===== config.mk =====
export PLATFORM = sky130hd
export DESIGN_NAME = isp_slave
export DESIGN_NICKNAME = d
export VERILOG_FILES = /design/src/logic/isp_pkg.sv /design/src/logic/isp_slave.sv
export VERILOG_INCLUDE_DIRS = /design/src /design/src/logic
export SDC_FILE = /design/constraint.sdc
export NUM_CORES = 1
export LEC_CHECK = 0
export ABC_AREA = 1
export BUFFER_PORTS_ARGS = -buffer_cell sky130_fd_sc_hd__buf_2
export CAP_MARGIN = 10
export CORE_MARGIN = 2
export CORE_UTILIZATION = 38
export DETAILED_ROUTE_END_ITERATION = 10
export PLACE_DENSITY = 0.66
export SYNTH_ARGS = -nofsm -noshare
export SYNTH_HDL_FRONTEND = slang
export SYNTH_SLANG_ARGS = --single-unit

===== constraint.sdc =====
create_clock -name i_clock -period 2.2 [get_ports i_clock]
set_input_delay 0.66 -clock i_clock [delete_from_list [all_inputs] [get_ports i_clock]]
set_output_delay 0.66 -clock i_clock [all_outputs]
set_load 0.03 [all_outputs]

===== src/logic/isp_cfg.svh =====
`ifndef ISP_CFG_SVH
`define ISP_CFG_SVH
// Bus address, upper six bits; low bit comes from the select pin
`define ISP_DEV_ADDR_HI 6'h1D
// Register offsets
`define ISP_REG_RSVD0 8'h00
`define ISP_REG_RSVD1 8'h01
`define ISP_REG_SCRATCH 8'h02
`define ISP_REG_UNUSED3 8'h03
`define ISP_REG_SYNC_FLAGS 8'h04
`define ISP_REG_LINES_LO 8'h05
`define ISP_REG_LINES_HI 8'h06
`define ISP_REG_CLKS_LO 8'h07
`define ISP_REG_CLKS_HI 8'h08
`define ISP_REG_ROW_LO 8'h09
`define ISP_REG_ROW_HI 8'h0A
`define ISP_REG_COL_LO 8'h0B
`define ISP_REG_COL_HI 8'h0C
`define ISP_REG_THRESH 8'h0D
`define ISP_REG_SAMP_R 8'h0E
`define ISP_REG_SAMP_G 8'h0F
`define ISP_REG_SAMP_B 8'h10
`define ISP_REG_DARK_ROWS 8'h11
`define ISP_REG_DARK_COLS 8'h12
// Reset values
`define ISP_RST_BYTE 8'h00
// Timing: system clock period and glitch width, in ns
`define ISP_CLK_PERIOD_NS 25
`define ISP_GLITCH_NS 50
`define ISP_FILT_CYCLES ((`ISP_GLITCH_NS + `ISP_CLK_PERIOD_NS - 1) / `ISP_CLK_PERIOD_NS + 1)
`define ISP_MAX_SCL_KHZ 1000
`endif


===== src/logic/isp_pkg.sv =====
package isp_pkg;
  typedef enum logic [2:0] {
    ISP_IDLE,
    ISP_ADDR,
    ISP_ADDR_ACK,
    ISP_WR_BYTE,
    ISP_WR_ACK,
    ISP_RD_BYTE,
    ISP_RD_ACK,
    ISP_IGNORE
  } isp_state_t;

  typedef struct packed {
    logic [2:0] frame_line_hi;
    logic [7:0] frame_line_lo;
    logic [3:0] line_clk_hi;
    logic [7:0] line_clk_lo;
    logic [7:0] sync_flags;
    logic [7:0] sample_r;
    logic [7:0] sample_g;
    logic [7:0] sample_b;
    logic [7:0] dark_rows;
    logic [7:0] dark_cols;
  } isp_status_t;

  typedef struct packed {
    logic [10:0] row;
    logic [11:0] column;
    logic [7:0] threshold;
  } isp_probe_t;
endpackage : isp_pkg


===== src/logic/isp_slave.sv =====
`timescale 1ns/100ps
`default_nettype none
`include "isp_cfg.svh"

// Overview of operation
// RQ1: Works with serial clock up to 1 MHz
// RQ2: Filter out spikes of 50 ns or less
// RQ3: Slave only; clock is input, data bidirectional
// RQ4: Zero pulls data low, one releases line
// RQ5: Change data while clock low, sample rising
// RQ6: Data driver released while bus idle
// RQ7: Start condition opens transfer, expects address
// RQ8: Answer 011101x, x from select pin
// RQ9: Acknowledge own address on ninth clock
// RQ10: Write: pointer byte, then data to successive registers
// RQ11: Read from pointer, advancing after each byte
// RQ12: Receiver acknowledges every byte
// RQ13: Stop ends transfer, idle, release data
// RQ14: Repeated start begins new address phase
// RQ15: Master leaves last read byte unacknowledged
// RQ16: Master holds internal reset while reprogramming; no internal reset here, writes land at any time
// RQ17: Register access allowed during video processing
// RQ18: Byte registers; wide values low byte first
// RQ19: Ignore bus after non-matching address
module isp_slave
  import isp_pkg::*;
(
  // Clock and reset
  input wire logic i_clock,
  input wire logic i_arst_n,
  // Serial bus pins
  input wire logic i_scl,
  input wire logic i_sda,
  output logic o_sda,
  output logic o_sda_oe,
  input wire logic i_addr_select_pin,
  // Video core side
  input wire isp_status_t i_status,
  output isp_probe_t o_probe
);

  ////////////////////////////////////////////////////////////////////////
  localparam int FILT_N = `ISP_FILT_CYCLES; // RQ1

  logic [1:0] scl_sync;
  logic [1:0] sda_sync;
  logic [FILT_N-1:0] scl_hist;
  logic [FILT_N-1:0] sda_hist;
  logic scl_f;
  logic sda_f;
  logic scl_d;
  logic sda_d;
  logic sel_sync0;
  logic sel_sync1;

  // Two-flop synchronisers, then a run-length filter
  always_ff @(posedge i_clock or negedge i_arst_n) begin
    if (!i_arst_n) begin
      scl_sync <= 2'h3;
      sda_sync <= 2'h3;
      sel_sync0 <= 1'b0;
      sel_sync1 <= 1'b0;
    end else begin
      scl_sync <= {scl_sync[0], i_scl};
      sda_sync <= {sda_sync[0], i_sda};
      sel_sync0 <= i_addr_select_pin;
      sel_sync1 <= sel_sync0;
    end
  end

  wire scl_all_hi = &{scl_hist, scl_sync[1]};
  wire scl_all_lo = ~|{scl_hist, scl_sync[1]};
  wire sda_all_hi = &{sda_hist, sda_sync[1]};
  wire sda_all_lo = ~|{sda_hist, sda_sync[1]};

  // A level is accepted only after it held longer than a glitch
  always_ff @(posedge i_clock or negedge i_arst_n) begin
    if (!i_arst_n) begin
      scl_hist <= '1;
      sda_hist <= '1;
      scl_f <= 1'b1;
      sda_f <= 1'b1;
      scl_d <= 1'b1;
      sda_d <= 1'b1;
    end else begin
      scl_hist <= {scl_hist[FILT_N-2:0], scl_sync[1]};
      sda_hist <= {sda_hist[FILT_N-2:0], sda_sync[1]};
      if (scl_all_hi) scl_f <= 1'b1; // RQ2
      else if (scl_all_lo) scl_f <= 1'b0; // RQ2
      if (sda_all_hi) sda_f <= 1'b1; // RQ2
      else if (sda_all_lo) sda_f <= 1'b0; // RQ2
      scl_d <= scl_f;
      sda_d <= sda_f;
    end
  end

  wire scl_rise = scl_f & ~scl_d; // RQ5
  wire scl_fall = ~scl_f & scl_d;
  wire start_det = scl_f & scl_d & sda_d & ~sda_f; // RQ7 RQ14
  wire stop_det = scl_f & scl_d & ~sda_d & sda_f; // RQ13

  ////////////////////////////////////////////////////////////////////////
  isp_state_t state;
  isp_state_t next_state;
  logic [3:0] bit_cnt;
  logic [7:0] shreg;
  logic [7:0] pointer;
  logic ptr_loaded;
  logic rd_mode;
  logic drive_low;
  logic [7:0] scratch;

  function automatic logic [7:0] read_reg(input logic [7:0] a, input logic [7:0] scr, input isp_status_t st);
    logic [7:0] v;
    v = `ISP_RST_BYTE;
    case (a)
      `ISP_REG_SCRATCH: v = scr;
      `ISP_REG_SYNC_FLAGS: v = st.sync_flags;
      `ISP_REG_LINES_LO: v = st.frame_line_lo; // RQ18
      `ISP_REG_LINES_HI: v = {5'h00, st.frame_line_hi}; // RQ18
      `ISP_REG_CLKS_LO: v = st.line_clk_lo;
      `ISP_REG_CLKS_HI: v = {4'h0, st.line_clk_hi};
      `ISP_REG_SAMP_R: v = st.sample_r;
      `ISP_REG_SAMP_G: v = st.sample_g;
      `ISP_REG_SAMP_B: v = st.sample_b;
      `ISP_REG_DARK_ROWS: v = st.dark_rows;
      `ISP_REG_DARK_COLS: v = st.dark_cols;
      default: v = `ISP_RST_BYTE;
    endcase
    return v;
  endfunction : read_reg

  wire byte_done = scl_fall & (bit_cnt == 4'h8);
  wire [7:0] rx_byte = shreg;
  wire addr_match = (rx_byte[7:2] == `ISP_DEV_ADDR_HI) && (rx_byte[1] == sel_sync1); // RQ8
  wire [7:0] rd_data = read_reg(pointer, scratch, i_status);
  wire [7:0] next_ptr = pointer + 8'h01;

  always_comb begin
    next_state = state;
    case (state)
      ISP_IDLE: next_state = state;
      ISP_ADDR: if (byte_done) next_state = addr_match ? ISP_ADDR_ACK : ISP_IGNORE; // RQ19
      ISP_ADDR_ACK: if (scl_fall) next_state = rd_mode ? ISP_RD_BYTE : ISP_WR_BYTE;
      ISP_WR_BYTE: if (byte_done) next_state = ISP_WR_ACK;
      ISP_WR_ACK: if (scl_fall) next_state = ISP_WR_BYTE;
      ISP_RD_BYTE: if (byte_done) next_state = ISP_RD_ACK;
      ISP_RD_ACK: if (scl_rise) next_state = sda_f ? ISP_IGNORE : ISP_RD_BYTE; // RQ12 RQ15
      ISP_IGNORE: next_state = state;
      default: next_state = ISP_IDLE;
    endcase
    if (start_det) next_state = ISP_ADDR; // RQ7 RQ14
    else if (stop_det) next_state = ISP_IDLE; // RQ13
  end

  always_ff @(posedge i_clock or negedge i_arst_n) begin
    if (!i_arst_n) state <= ISP_IDLE;
    else state <= next_state;
  end

  // Bit counter and shift register; bits taken on rising clock
  always_ff @(posedge i_clock or negedge i_arst_n) begin
    if (!i_arst_n) begin
      bit_cnt <= 4'h0;
      shreg <= 8'h00;
    end else if (start_det || next_state != state) begin
      bit_cnt <= 4'h0;
      if (next_state == ISP_RD_BYTE) shreg <= rd_data; // RQ11
    end else if (scl_rise && (state == ISP_ADDR || state == ISP_WR_BYTE)) begin
      shreg <= {shreg[6:0], sda_f}; // RQ5
      bit_cnt <= bit_cnt + 4'h1;
    end else if (state == ISP_RD_BYTE && scl_rise) begin
      bit_cnt <= bit_cnt + 4'h1;
    end else if (state == ISP_RD_BYTE && scl_fall && bit_cnt != 4'h0) begin
      shreg <= {shreg[6:0], 1'b1};
    end
  end

  // Direction, pointer and register writes
  always_ff @(posedge i_clock or negedge i_arst_n) begin
    if (!i_arst_n) begin
      rd_mode <= 1'b0;
      ptr_loaded <= 1'b0;
      pointer <= `ISP_RST_BYTE;
      scratch <= `ISP_RST_BYTE;
      o_probe <= '0;
    end else begin
      if (state == ISP_ADDR && byte_done) begin
        rd_mode <= rx_byte[0];
        ptr_loaded <= 1'b0;
      end
      if (state == ISP_WR_BYTE && byte_done) begin
        if (!ptr_loaded) begin
          pointer <= rx_byte; // RQ10
          ptr_loaded <= 1'b1;
        end else begin
          pointer <= next_ptr; // RQ10
          // Writes land at any time, no internal reset needed
          case (pointer) // RQ17
            `ISP_REG_SCRATCH: scratch <= rx_byte;
            `ISP_REG_ROW_LO: o_probe.row[7:0] <= rx_byte; // RQ18
            `ISP_REG_ROW_HI: o_probe.row[10:8] <= rx_byte[2:0]; // RQ18
            `ISP_REG_COL_LO: o_probe.column[7:0] <= rx_byte;
            `ISP_REG_COL_HI: o_probe.column[11:8] <= rx_byte[3:0];
            `ISP_REG_THRESH: o_probe.threshold <= rx_byte;
            default: scratch <= scratch;
          endcase
        end
      end
      if (state == ISP_RD_BYTE && byte_done) pointer <= next_ptr; // RQ11
    end
  end

  ////////////////////////////////////////////////////////////////////////
  // Open-drain data: only ever pull low, change only with clock low
  wire ack_slot = (state == ISP_ADDR_ACK) || (state == ISP_WR_ACK); // RQ9 RQ12
  wire rd_bit_low = (state == ISP_RD_BYTE) && !shreg[7] && bit_cnt != 4'h8;

  always_ff @(posedge i_clock or negedge i_arst_n) begin
    if (!i_arst_n) begin
      drive_low <= 1'b0; // RQ6
    end else if (start_det || stop_det || next_state == ISP_IDLE || next_state == ISP_IGNORE) begin
      drive_low <= 1'b0; // RQ13 RQ6 RQ19
    end else if (!scl_f) begin
      drive_low <= ack_slot | rd_bit_low; // RQ4 RQ5
    end
  end

  assign o_sda = 1'b0; // RQ3 RQ4
  assign o_sda_oe = drive_low; // RQ4

endmodule : isp_slave
`default_nettype wire


==> impl.org, run 1 <==
** Global routing
- In the global route stage, overall resource usage came out at 21.7%.
- Vias in the first global route :: 4199
- Largest net degree at the start of global routing :: 39
- For this run the aggregate overflow at the end of global routing stands at 0.
- The initial antenna violation count was 0.
- The first global-routing pass estimated 21700 um of wire.

** Power
- Of the total power, combinational logic draws 43.5%.
- Sequential group share of total power :: between 20% and 30%
- For this design the ratio of total power to cell area is 999 nW/um^2.
- Switching Power :: between 2 and 2.5 mW
- Worst-case vdd ir drop :: 495 uV
- Lkg Pwr :: about 3 nW
- Fraction of power spent switching nets :: a little under 40%
- Of the total power, the clock network draws 27.8%.
- Cell internal power was estimated by the tool at 3.64 mW.

** Clock tree
- Clock tree synthesis found a total of 81 sinks.
- Clock transition at the register clock pins on the worst setup and hold paths after CTS :: 0.06 ns
- Clock latency on the worst-skew pair, taken at its later pin, is 0.34 ns.
- Counting the buffers created by CTS gives 9.
- The H-tree was split into 3 levels.
- Maximum buffer depth of the clock tree :: 2
- Hold repair after CTS inserted 0 buffers.
- CTS tree :: done
- CTS Root Buffer Type :: sky130_fd_sc_hd__clkbuf_16

** Worst setup path
- Worst Setup Start Kind :: register
- Largest fanout on the critical path :: 8
- Setup slack on the worst flop-to-flop path :: 0.05 ns
- Kind of critical path :: reg2reg
- At the worst endpoint, the required time is 2.43 ns.
- Worst setup EP type :: register
- Walking the worst path, the cells encountered are buf_4 > nand2_1 > nor2_2 > o21ai_1 > nand3_2 > nand2_2 > nand2_2 > nand2_4 > nand3_4 > nor2_4 > nand2_2 > nand2_1 > nand2_1.
- In this run the critical register-to-register path is launched from state[2].
- Critical path buffer and inverter count :: 1
- The critical path starts at state[2].
- For the worst flop-to-flop path, the logic depth is 13.
- Critical Path Slowest Stage Cell :: sky130_fd_sc_hd__dfrtp_2
- Gate family responsible for the most delay along the worst path :: simple AND/OR/NAND/NOR gates
- For this run, the slowest stage of the critical path takes between 0.4 and 0.5 ns.
- For the worst setup path, the data arrival time is 2.39 ns.
- Worst reg2reg endpoint :: bit_cnt[0]

** Cells and area
- After the last flow step, the layout net total stands at 820.
- The repair_antennas step left the layout with diodes totalling 0.
- Number of inserted filler cells in the final layout :: around 1100
- For this run, the share of the core covered by cells in the final layout is 52.5%.
- The area growth from synthesis to layout is 34.3%.
- Of the cells placed in the final design, the portion with a size suffix greater than 1 is 33.4%.
- Once layout is done, the placed cells without fillers occupy 6020 sq um.

** Synthesis
- Post-synth EDFFs :: 0
- Sequential cells were found to cover 45.6% of the synthesized design area.
- The number of nets in the synthesized netlist is 665.
- After synthesis, the netlist uses 40 different library cells.
- During synthesis, Yosys emitted a total of 0 warnings.
- Leading cell type by number of instances after synthesis :: sky130_fd_sc_hd__nand2_1
- Post-Syn Area per Cell :: a little under 8 sq um
- Most common library cells after synthesis :: 183 x sky130_fd_sc_hd__nand2_1, 67 x sky130_fd_sc_hd__dfrtp_1, 61 x sky130_fd_sc_hd__nand3_1, 54 x sky130_fd_sc_hd__o21ai_0, 48 x sky130_fd_sc_hd__inv_1
- sky130_fd_sc_hd__dfrtp_1 takes more of the synthesized area than any other cell.
- Ranked by total cell area, the synthesized netlist is headed by sky130_fd_sc_hd__dfrtp_1 37%, sky130_fd_sc_hd__nand2_1 15%, sky130_fd_sc_hd__dfstp_2 8.2%.
- Mapped cell area :: 4480 sq um
- Number of instances in the synthesized netlist :: about 580
- Counting flops with an async set or reset pin after synthesis yields a share of 100%.
- In the synthesized netlist the dominant register cell turns out to be sky130_fd_sc_hd__dfrtp_1.
- After synthesis the netlist holds a flip-flop and latch count of a little over 80.
- Share of the synthesized area in the top cell type :: a little under two fifths

** Timing
- Across the routed clock network, the largest skew measured is 0.00565 ns.
- For the pin with the worst max-slew slack, the measured transition is between 0.5 and 0.6 ns.
- Final TNS setup :: 0 ns
- Of the available clock period, the critical path in the final layout requires 97.8%.
- Hold timing on the final database bottoms out at a slack of 0.261 ns.
- The number of pins exceeding their max-slew limit in the final report came to 0.
- Setup repair after global routing missed its margin :: yes
- Min Tclk post-route :: around 2.2 ns
- For this run, the top clock speed supported by timing is 465 MHz.
- In this run the tightest slew margin relative to its limit is 64.9%.
- Final Hold Viols :: 0
- Setup violations remaining at the end of the flow were counted as 0.

** Detailed routing
- TritonRoute pass-1 iters :: 5
- Number of DRC markers after the initial detailed-route iteration :: 304
- The detail route stage leaves a number of antenna-violating nets equal to 0.
- Residual DRC count :: 0
- The routed design has about 14000 um of wire.
- Across all layers, the routed design uses roughly 4600 vias.
- After detailed routing, the average wire length per cell comes to 15.5 um.
- Via-per-instance ratio :: 5.24

** Outcome
- The flow ran to the end, and the final reports show no timing, DRC or antenna violations.

** Placed design
- Placed wire-length estimate after detailed placement :: 10200 um
- Port-buffer cells :: 107
- Placer Congestion :: between 0.9 and 1
- Post-detailed-placement cell area :: roughly 5400 sq um

** Floorplanning
- The floorplan step set the die height to 113 um.
- For this design the top-level I/O count stands at 109.
- The region available for standard cell placement spans 11500 sq um.
- Area of the die :: 12700 sq um
- Effective utilization at floorplan :: 39.1%
- Count of standard-cell rows :: 39
- Horiz. Die Dim :: 113 um

** Hold path
- Worst min-delay path class :: in2async

** Run
- Across the run, the number of max-cap violations was 0.
==> power by group through the flow <==
| stage | Sequential, mW | Combinational (mW) | Clock, mW |
|---|---|---|---|
| 6_report | 1.73 | 2.62 | 1.67 |
| 4_1_cts | 1.72 | 2.06 | 1.71 |
| 2_1_floorplan | 1.72 | 1.41 | 0 |
| 5_1_grt | 1.74 | 2.83 | 1.77 |
| 3_3_place_gp | 1.75 | 1.89 | 0 |
| 3_5_place_dp | 1.75 | 1.91 | 0 |
==> final cells by class <==
class | count | area [sq um] | area share, %
Timing Repair Buffer | 152 | 900 | 14.9
Clock buffer | 10 | 239 | 3.97
Tap cell | 143 | 179 | 2.97
Inverter | 53 | 204 | 3.39
Multi-Input combinational cell | 441 | 2360 | 39.1
Sequential cell | 81 | 2050 | 34.0
Clock inverter | 6 | 97.6 | 1.62
==> worst max path at each step <==
stage                            end  slack [ns]  cells after the start
after floorplan           rx_byte[6]        0.26                     17
after global placement    rx_byte[0]        0.03                     13
after detailed placement  rx_byte[5]       -0.08                     13
after CTS                 rx_byte[5]        0.05                     16
after global routing      bit_cnt[0]       -0.07                     17
final                     bit_cnt[0]        0.05                     13
==> metal layers <==
metal,GRT usage (%),vias to the layer above,wire length (um)
li1,-,2263,-
met2,33.6,194,6330
met1,31.2,2171,6160
met5,0,-,0
met4,6.59,0,233
met3,3.62,19,1010
==> through the flow <==
step                      worst slack, ns  power, mW  std cells
after global routing              -0.0651       6.34        886
after floorplan                     0.256       3.13        583
after CTS                          0.0496       5.49        872
after detailed placement          -0.0804       3.66        853
after global placement             0.0286       3.64        853
final                              0.0490       6.02        886
==> registers in the layout (all words and copies together) (netlist names), 2 cells and up <==
register and flops:
scratch 8, sda_hist 3, pointer 8, scl_sync 2
scl_hist 3, o_probe 31, state 3, bit_cnt 4
sda_sync 2, rx_byte 8
==> cell usage in the layout (no fill, tap or decap), types with 15 or more instances in the layout <==
| cell type | instances |
|---|---|
| sky130_fd_sc_hd__o21ai_0 | 54 |
| sky130_fd_sc_hd__nand2_1 | 173 |
| sky130_fd_sc_hd__a21oi_1 | 17 |
| sky130_fd_sc_hd__inv_1 | 41 |
| sky130_fd_sc_hd__buf_2 | 106 |
| sky130_fd_sc_hd__nor2_1 | 32 |
| sky130_fd_sc_hd__dfrtp_1 | 64 |
| sky130_fd_sc_hd__nand3_1 | 57 |
| sky130_fd_sc_hd__buf_4 | 43 |
| sky130_fd_sc_hd__nand4_1 | 15 |
==> repair_timing <==
item                                    CTS  global route
pin swaps                                 3            19
endpoints found under the setup margin   10            28
cloned                                    1             2
setup buffers                             2            12
resized for setup                         3            48
==> cells by family (layout without fill, tap and decap cells) <==
| kind of cell | Yosys count | in the layout | share of synthesized area (%) |
|---|---|---|---|
| adder cells (fa/ha/maj) | 6 | 6 | 1.67 |
| other | 1 | 1 | 0.0836 |
| flip-flops | 81 | 81 | 45.6 |
| XOR/XNOR | 3 | 3 | 0.586 |
| buffers and inverters | 64 | 221 | 6.03 |
| AND/OR/NAND/NOR | 334 | 337 | 34.3 |
| AO/OA/AOI/OAI | 94 | 94 | 11.7 |
Power figures use the tool's default switching activity.
==> inputs of run 2 (changes only) <==
- HOLD_SLACK_MARGIN: default -> 0.05
- RECOVER_POWER: default -> 25
==> impl.org, run 2 (synthesized netlist as in run 1, its figures left out) <==
** Outcome
- The flow ran to the end, and the final reports show no timing, DRC or antenna violations.

** Placed design
- Placer Congestion :: 0.905 (unchanged)
- Port-buffer cells :: 107 (unchanged)
- The sum of net half-perimeters after detailed placement came to 10200 um (unchanged).

** Clock tree
- Sink Count :: 81 (unchanged)
- The clock-pin slew on the worst setup and hold paths is 0.06 ns (about the same).
- Clock buffers created by TritonCTS :: 9 (unchanged)
- CTS tree :: done
- The clock latency on the worst-skew pair came to 0.34 ns (about the same).
- Maximum buffer depth of the clock tree :: 2 (unchanged)
- Number of H-tree branching levels :: 3 (unchanged)
- The root buffer cell chosen for the clock tree is sky130_fd_sc_hd__clkbuf_16.
- Post-CTS Hold Fix Bufs :: 0 (unchanged)

** Global routing
- The total track usage is 21.7% (unchanged).
- The residual overflow from global routing is 0 (unchanged).
- Antenna violations before repair :: 0 (unchanged)
- Global-route wire length before repair :: 21700 um (unchanged)
- The number of global-route vias before repair came to 4199 (unchanged).
- Largest net degree at the start of global routing :: 39 (unchanged)

** Cells and area
- Top library cells by usage in the layout, fill and taps aside :: 173 x sky130_fd_sc_hd__nand2_1, 106 x sky130_fd_sc_hd__buf_2, 64 x sky130_fd_sc_hd__dfrtp_1
- The library cell used most frequently in the layout, excluding fill and tap cells, is sky130_fd_sc_hd__nand2_1.
- Area Growth Syn to Fin :: 34.3% (about the same)
- Number of nets in the final layout :: 820 (unchanged)
- The fraction of layout cells with a size suffix above 1 came to 32.4% (-0.94 points).
- The filler cell count was 1095 (unchanged).
- The final antenna diode count came to 0 (unchanged).
- Flip-flop count of the largest register after layout :: 31 (unchanged)
- Register with the highest flop count :: o_probe

** Power
- Worst-case vdd ir drop :: 495 uV (about the same)
- The total chip power came to 6.01 mW (about the same).
- The power density relative to cell area came to 998 nW/um^2 (about the same).
- The total leakage power is 3.08 nW (-0.15%).

** Worst setup path
- The signal on the critical path passes through buf_4 > nand2_1 > nor2_2 > o21ai_1 > nand3_2 > nand2_2 > nand2_2 > nand2_4 > nand3_4 > nor2_4 > nand2_2 > nand2_1 > nand2_1.
- Gate family responsible for the most delay along the worst path :: simple AND/OR/NAND/NOR gates
- The signal arrival time at the worst endpoint came to 2.38 ns (about the same).
- The required time of the critical path is 2.43 ns (about the same).
- Worst setup EP type :: register
- Worst Setup Start Kind :: register
- Largest fanout on the critical path :: 8 (unchanged)
- For this design, the slowest cell found on the critical path is sky130_fd_sc_hd__dfrtp_2.
- Worst reg2reg startpoint :: state[2]
- The critical path buffer and inverter count is 1 (unchanged).
- Worst reg2reg endpoint :: bit_cnt[0]
- The slack of the worst reg-to-reg path is 0.05 ns (about the same).
- Kind of critical path :: reg2reg
- The worst reg2reg path depth came to 13 (unchanged).
- The delay of the slowest cell on the worst path is 0.46 ns (about the same).

** Detailed routing
- The detailed-route DRC error count was 0 (unchanged).
- The overall routed net length was 13800 um (about the same).
- The routed via count divided by cell count came to 5.25 (+0.11%).
- The count of routing violations after the opening detailed-route iteration was 306 (+0.66%).
- The post-route antenna net violation count was 0 (unchanged).
- The routed length per instance was 15.5 um (about the same).
- Wl on met1 :: 6170 um (+0.18%)
- Detailed route wirelength on metal2 :: 6350 um (+0.21%)
- The detailed-routing iteration count for the pre-antenna-repair pass is 5 (unchanged).
- Via total after detailed routing :: 4652 (+0.11%)
- Highest routed metal layer :: met4
- DR WL met3 :: 995 um (-1.1%)

** Floorplanning
- The standard-cell row count is 39 (unchanged).
- The die boundary height is 113 um (unchanged).
- The total core area was 11500 sq um (unchanged).
- IO Pins :: 109 (unchanged)
- Area of the die :: 12700 sq um (unchanged)
- Effective utilization at floorplan :: 39.1% (unchanged)
- The horizontal extent of the die was 113 um (unchanged).

** Timing
- Fmax :: 465 MHz (about the same)
- Post-Route Skew :: 0.00580 ns (+0.000155 ns)
- Max transition margin :: 41.2% (-24 points)
- Setup repair after global routing could not meet its margin everywhere.
- Count of final max-slew check failures :: 0 (unchanged)
- The slew at the pin closest to its max-slew limit came to 0.882 ns (+0.358 ns).
- Finish-stage setup viols :: 0 (unchanged)
- The number of hold violations in the final report was 0 (unchanged).
- The total negative slack was 0 ns (unchanged).
- The post-route fraction of the period consumed by the critical path came to 97.8% (about the same).
- The shortest period the worst path allows came to 2.15 ns (+0.000290 ns).

** Hold path
- Startpoint of the lowest-slack hold path :: scl_sync[0]
- Hold path endpoint :: scl_sync[1]
- The min-delay analysis places its worst path in the category reg2reg.
- Counting instances, the worst hold path has a depth of 0.

** Run
- The max-capacitance violation count is 0 (unchanged).
## run 2: how the worst max path moves through the flow
stage / from / end / slack, ns / depth (start not counted)
floorplan: bit_cnt[0] / rx_byte[6] / 0.26 / 17
global placement: bit_cnt[0] / rx_byte[0] / 0.03 / 13
detailed placement: bit_cnt[0] / rx_byte[5] / -0.08 / 13
CTS: bit_cnt[1] / rx_byte[5] / 0.05 / 16
global route: bit_cnt[1] / bit_cnt[0] / -0.07 / 17
finish: state[2] / bit_cnt[0] / 0.05 / 13
## run 2: power by group
| part | total, mW | switching [mW] | internal, mW | leakage (nW) |
|---|---|---|---|---|
| sequential | 1.72 | 0.113 | 1.61 | 1.06 |
| combinational | 2.62 | 1.63 | 0.984 | 1.85 |
| clock | 1.67 | 0.629 | 1.04 | 0.165 |
| total | 6.01 | 2.38 | 3.63 | 3.08 |
## run 2: layout make-up
class | instances | area, sq um | area share, %
clock inverters | 6 | 97.6 | 1.62
clock buffers | 10 | 239 | 3.97
repair buffers | 152 | 897 | 14.9
inverters | 53 | 204 | 3.39
well taps | 143 | 179 | 2.97
flip-flops and latches | 81 | 2050 | 34.0
multi-input cells | 441 | 2360 | 39.1
## run 2: worst reg2reg max path, delay by kind of cell (launching register included)
family / cells / cell delay (ns)
flip-flops: 1 / 0.46
buffers and inverters: 1 / 0.17
AO/OA/AOI/OAI: 1 / 0.21
AND/OR/NAND/NOR: 11 / 1.21
## run 2: layer usage
metal	up-vias	global-route usage [%]
met4	0	6.59
met5	-	0
met1	2171	31.2
met2	200	33.6
li1	2262	-
met3	19	3.62
## run 2: stage by stage
stage / area (sq um) / setup slack [ns] / hold slack [ns] / util, % / std cells
after floorplan: 4480 / 0.256 / 0.331 / - / 583
final: 6020 / 0.0487 / 0.360 / 52.5 / 886
after detailed placement: 5380 / -0.0804 / 0.347 / 46.9 / 853
after global placement: 5380 / 0.0286 / 0.340 / 46.9 / 853
after global routing: 6020 / -0.0651 / 0.366 / 52.5 / 886
after CTS: 5750 / 0.0496 / 0.268 / 50.2 / 872
## run 2: what timing repair did
item | 4_1_cts | 5_1_grt
buffers inserted | 2 | 12
resized for setup | 3 | 48
endpoints found under the setup margin | 10 | 28
gates cloned | 1 | 2
pin swaps | 3 | 19
==> inputs of run 3 (changes only) <==
- ABC_AREA: 1 -> default
==> impl.org, run 3 <==
** Outcome
- The flow ran to the end, but the final reports show violations.
- The checks that failed: max-capacitance violations, max-slew violations, negative setup slack.

** Clock tree
- CTS Root Buffer Type :: sky130_fd_sc_hd__clkbuf_16
- Maximum buffer depth of the clock tree :: 2 (unchanged)
- Number of H-tree branching levels :: 3 (unchanged)
- The clock-pin slew on the worst setup and hold paths came to 0.07 ns (about the same).
- The clock latency on the worst-skew pair was 0.34 ns (about the same).
- CTS tree :: done
- The total number of clock tree sinks is 81 (unchanged).
- The count of hold buffers inserted by post-cts repair came to 0 (unchanged).
- Clock buffers created by TritonCTS :: 9 (unchanged)

** Timing
- The tightest hold margin was 0.350 ns (-0.00973 ns).
- Min Tclk post-route :: 2.48 ns (+0.327 ns)
- The normalized max-slew margin came to -2.64% (-44 points).
- Count of final max-slew check failures :: 27 (+27)
- The slew at the pin closest to its max-slew limit came to 1.54 ns (+0.658 ns).
- The worst setup margin was -0.279 ns (-0.327 ns).
- Post-Route Skew :: 0.00825 ns (+0.00245 ns)
- The highest attainable clock frequency was 403 MHz (-13%).
- Setup repair after global routing missed its margin :: yes
- The number of hold violations in the final report is 0 (unchanged).
- The final number of setup-violating endpoints is 33 (+33).
- The post-route fraction of the period consumed by the critical path was 113% (+15 points).

** Cells and area
- Final cell count without fillers :: 729 (-18%)
- Register with the highest flop count :: o_probe
- Top library cells by usage in the layout, fill and taps aside :: 106 x sky130_fd_sc_hd__buf_2, 64 x sky130_fd_sc_hd__dfrtp_1, 63 x sky130_fd_sc_hd__buf_4
- Flip-flop count of the largest register after layout :: 31 (unchanged)
- The sequential standard cell area came to 2050 sq um (unchanged).
- The library cell used most frequently in the layout, excluding fill and tap cells, is sky130_fd_sc_hd__buf_2.
- Area Growth Syn to Fin :: 37.3%
- The final net count came to 663 (-19%).
- The multi-input logic area was 2270 sq um (-3.9%).
- Number of inserted filler cells in the final layout :: 1022 (-6.7%)
- The final antenna diode count came to 0 (unchanged).
- Share of cells above drive strength 1 :: 46.8% (+14 points)

** Placed design
- Total instance count after detailed placement :: 696 (-18%)
- Placer Congestion :: 0.876 (-3.2%)
- Port-buffer cells :: 107 (unchanged)
- The sum of net half-perimeters after detailed placement came to 9150 um (-10%).

** Floorplanning
- The count of pins on the block boundary was 109 (unchanged).
- Effective utilization at floorplan :: 38.5% (-0.60 points)
- The standard-cell row count is 39 (unchanged).
- The total core area came to 11300 sq um (-1.7%).
- The horizontal extent of the die came to 111 um (-1.6%).
- Chip Height :: 111 um (-1.6%)
- The total die area was 12300 sq um (-3.1%).

** Worst setup path
- Kind of critical path :: reg2reg
- The signal arrival time at the worst endpoint was 2.72 ns (+0.34 ns).
- The worst setup path is launched from a register.
- Worst setup EP type :: register
- Largest fanout on the critical path :: 7 (-1)
- Worst endpoint required time :: 2.44 ns (about the same)

** Global routing
- Vias in the first global route :: 4086 (-2.7%)
- The initial antenna violation count was 0 (unchanged).
- The residual overflow from global routing came to 0 (unchanged).
- The pin count of the biggest net entering global routing is 42 (+7.7%).
- The total track usage came to 20.5% (-1.2 points).
- The wire length of the first global-routing pass is 20400 um (-6.0%).

** Detailed routing
- The count of routing violations after the opening detailed-route iteration was 413 (+35%).
- DRT antenna net count :: 0 (unchanged)
- TritonRoute pass-1 iters :: 5 (unchanged)
- The total via count in the routed design was 4118 (-11%).
- Residual DRC count :: 0 (unchanged)
- The overall routed net length was 12900 um (-6.5%).
- The routed via count divided by cell count came to 5.65 (+7.6%).
- Mean routed wirelength per cell :: 17.6 um (+14%)

** Power
- Sequential group share of total power :: 39.1% (+10 points)
- The clock group share of total power is 29.9% (+2.1 points).
- Power density cells :: 776 nW/um^2 (-22%)
- The reported net switching power came to 1.52 mW (-36%).
- Internal power :: 3.10 mW (-15%)
- The total leakage power is 2.94 nW (-4.6%).
- The net switching fraction of the power came to 32.9% (-6.6 points).
- The combinational share of power is 30.9% (-13 points).
- The maximum resistive drop on vdd was 676 uV (+37%).

** Run
- Max-cap check violation count :: 1 (+1)

** Synthesis
- Most common library cells after synthesis :: 67 x sky130_fd_sc_hd__dfrtp_1, 35 x sky130_fd_sc_hd__mux2_2, 31 x sky130_fd_sc_hd__nor2_1, 28 x sky130_fd_sc_hd__o21ai_0, 27 x sky130_fd_sc_hd__nand2_1
- Number of instances in the synthesized netlist :: 421 (-28%)
- The count of cell types in the netlist was 64 (+60%).
- Share of the synthesized area in the top cell type :: 38.6% (+1.2 points)
- The post-synthesis async set-or-reset flop share came to 100% (unchanged).
- Share of the yosys chip area belonging to registers :: 47.1% (+1.5 points)
- Sorting the synthesized cells by area gives the leading types as sky130_fd_sc_hd__dfrtp_1 39%, sky130_fd_sc_hd__mux2_2 9.1%, sky130_fd_sc_hd__dfstp_2 8.5%.
- The number of storage elements in the synthesis netlist is 81 (unchanged).
- Leading cell type by number of instances after synthesis :: sky130_fd_sc_hd__dfrtp_1
- Leading area contributor after synthesis :: sky130_fd_sc_hd__dfrtp_1
- The total number of yosys warnings came to 0 (unchanged).
- Synthesized net count :: 503 (-24%)
- Mapped cell area :: 4340 sq um (-3.2%)
- The mean instance size in the synthesized netlist came to 10.3 sq um (+34%).
- The number of flops mapped to enable cells by yosys came to 0 (unchanged).
- Dominant synthesized flop cell :: sky130_fd_sc_hd__dfrtp_1

** Hold path
- Worst min-delay path class :: reg2reg
-- run 3: changes by cell type after synthesis, moves of 10 or more --
cell and delta:
sky130_fd_sc_hd__mux2_2 +35, sky130_fd_sc_hd__clkbuf_1 +14, sky130_fd_sc_hd__nand4_1 -10, sky130_fd_sc_hd__a222oi_1 +16
sky130_fd_sc_hd__nand2_1 -156, sky130_fd_sc_hd__o21ai_0 -26, sky130_fd_sc_hd__inv_1 -31, sky130_fd_sc_hd__nand3_1 -54
-- run 3: per-layer routing --
| metal | vias up | wire length (um) | GRT usage (%) |
|---|---|---|---|
| met2 | 184 | 6150 | 33.3 |
| met5 | - | 0 | 0 |
| met4 | 0 | 201 | 6.75 |
| met1 | 2012 | 5580 | 27.5 |
| li1 | 1902 | - | - |
| met3 | 20 | 926 | 4.16 |
-- run 3: path summary, 6_finish.rpt --
path | start | to | slack [ns] | cells past startpoint
worst max register to register | bit_cnt[1] | rx_byte[2] | -0.28 | 10
worst max-delay path | bit_cnt[1] | rx_byte[2] | -0.28 | 10
min in group asynchronous | i_arst_n | pointer[3] | 0.69 | 1
worst min register to register | sel_sync0 | sel_sync1 | 0.35 | 0
worst min-delay path | sel_sync0 | sel_sync1 | 0.35 | 0
max in group asynchronous | i_arst_n | scratch[4] | 0.54 | 2
-- run 3: stage by stage --
stage	setup WS [ns]	power [mW]	util [%]	area [sq um]	TNS (ns)
5_1_grt	-0.375	4.88	52.9	5960	-7.93
3_5_place_dp	-0.277	3.01	47.5	5350	-2.00
4_1_cts	-0.196	4.56	51.2	5780	-1.65
3_3_place_gp	-0.136	2.97	47.5	5350	-0.978
2_1_floorplan	-0.190	2.46	-	4340	-1.37
6_report	-0.279	4.63	52.9	5960	-3.57
-- run 3: critical path, stage by stage, from the launching register on --
cell	delay (ns)
sky130_fd_sc_hd__dfrtp_1	0.38
sky130_fd_sc_hd__inv_1	0.07
sky130_fd_sc_hd__ha_2	0.18
sky130_fd_sc_hd__nand3b_1	0.16
sky130_fd_sc_hd__o31ai_2	0.25
sky130_fd_sc_hd__mux2i_1	0.17
sky130_fd_sc_hd__o22a_1	0.29
sky130_fd_sc_hd__a2111oi_4	0.35
sky130_fd_sc_hd__buf_4	0.19
sky130_fd_sc_hd__nor2b_4	0.07
sky130_fd_sc_hd__a221oi_2	0.26
-- run 3: area by class of cell --
cell class | instances | share of cell area, %
multi-input cells | 293 | 38.0
flip-flops and latches | 81 | 34.4
repair buffers | 179 | 18.9
clock buffers | 9 | 3.78
well taps | 143 | 3.00
inverters | 17 | 1.07
clock inverters | 7 | 0.882
-- run 3: cell families (layout without fill, tap and decap cells) --
kind of cell,count (synthesis),after routing,synth area share [%]
DFF,81,81,47.1
other,1,1,0.0864
muxes,42,42,10.7
AOI/OAI and AO/OA,119,119,19.6
and+or+nand+nor,120,120,15.2
xor gates and xnor gates,5,5,1.01
adders and majority gates,6,6,1.73
buffers and inverters,47,212,4.53
-- run 3: power by group through the flow --
stage / Sequential, mW / Clock, mW / Combinational [mW]
5_1_grt: 1.83 / 1.49 / 1.56
4_1_cts: 1.80 / 1.42 / 1.33
3_5_place_dp: 1.83 / 0 / 1.18
2_1_floorplan: 1.78 / 0 / 0.680
6_report: 1.81 / 1.39 / 1.43
3_3_place_gp: 1.82 / 0 / 1.15
-- run 3: what timing repair did --
item                                    CTS  global route
resized for setup                        20            26
endpoints found under the setup margin   23            51
pin swaps                                 4            10
setup buffers                             9             8
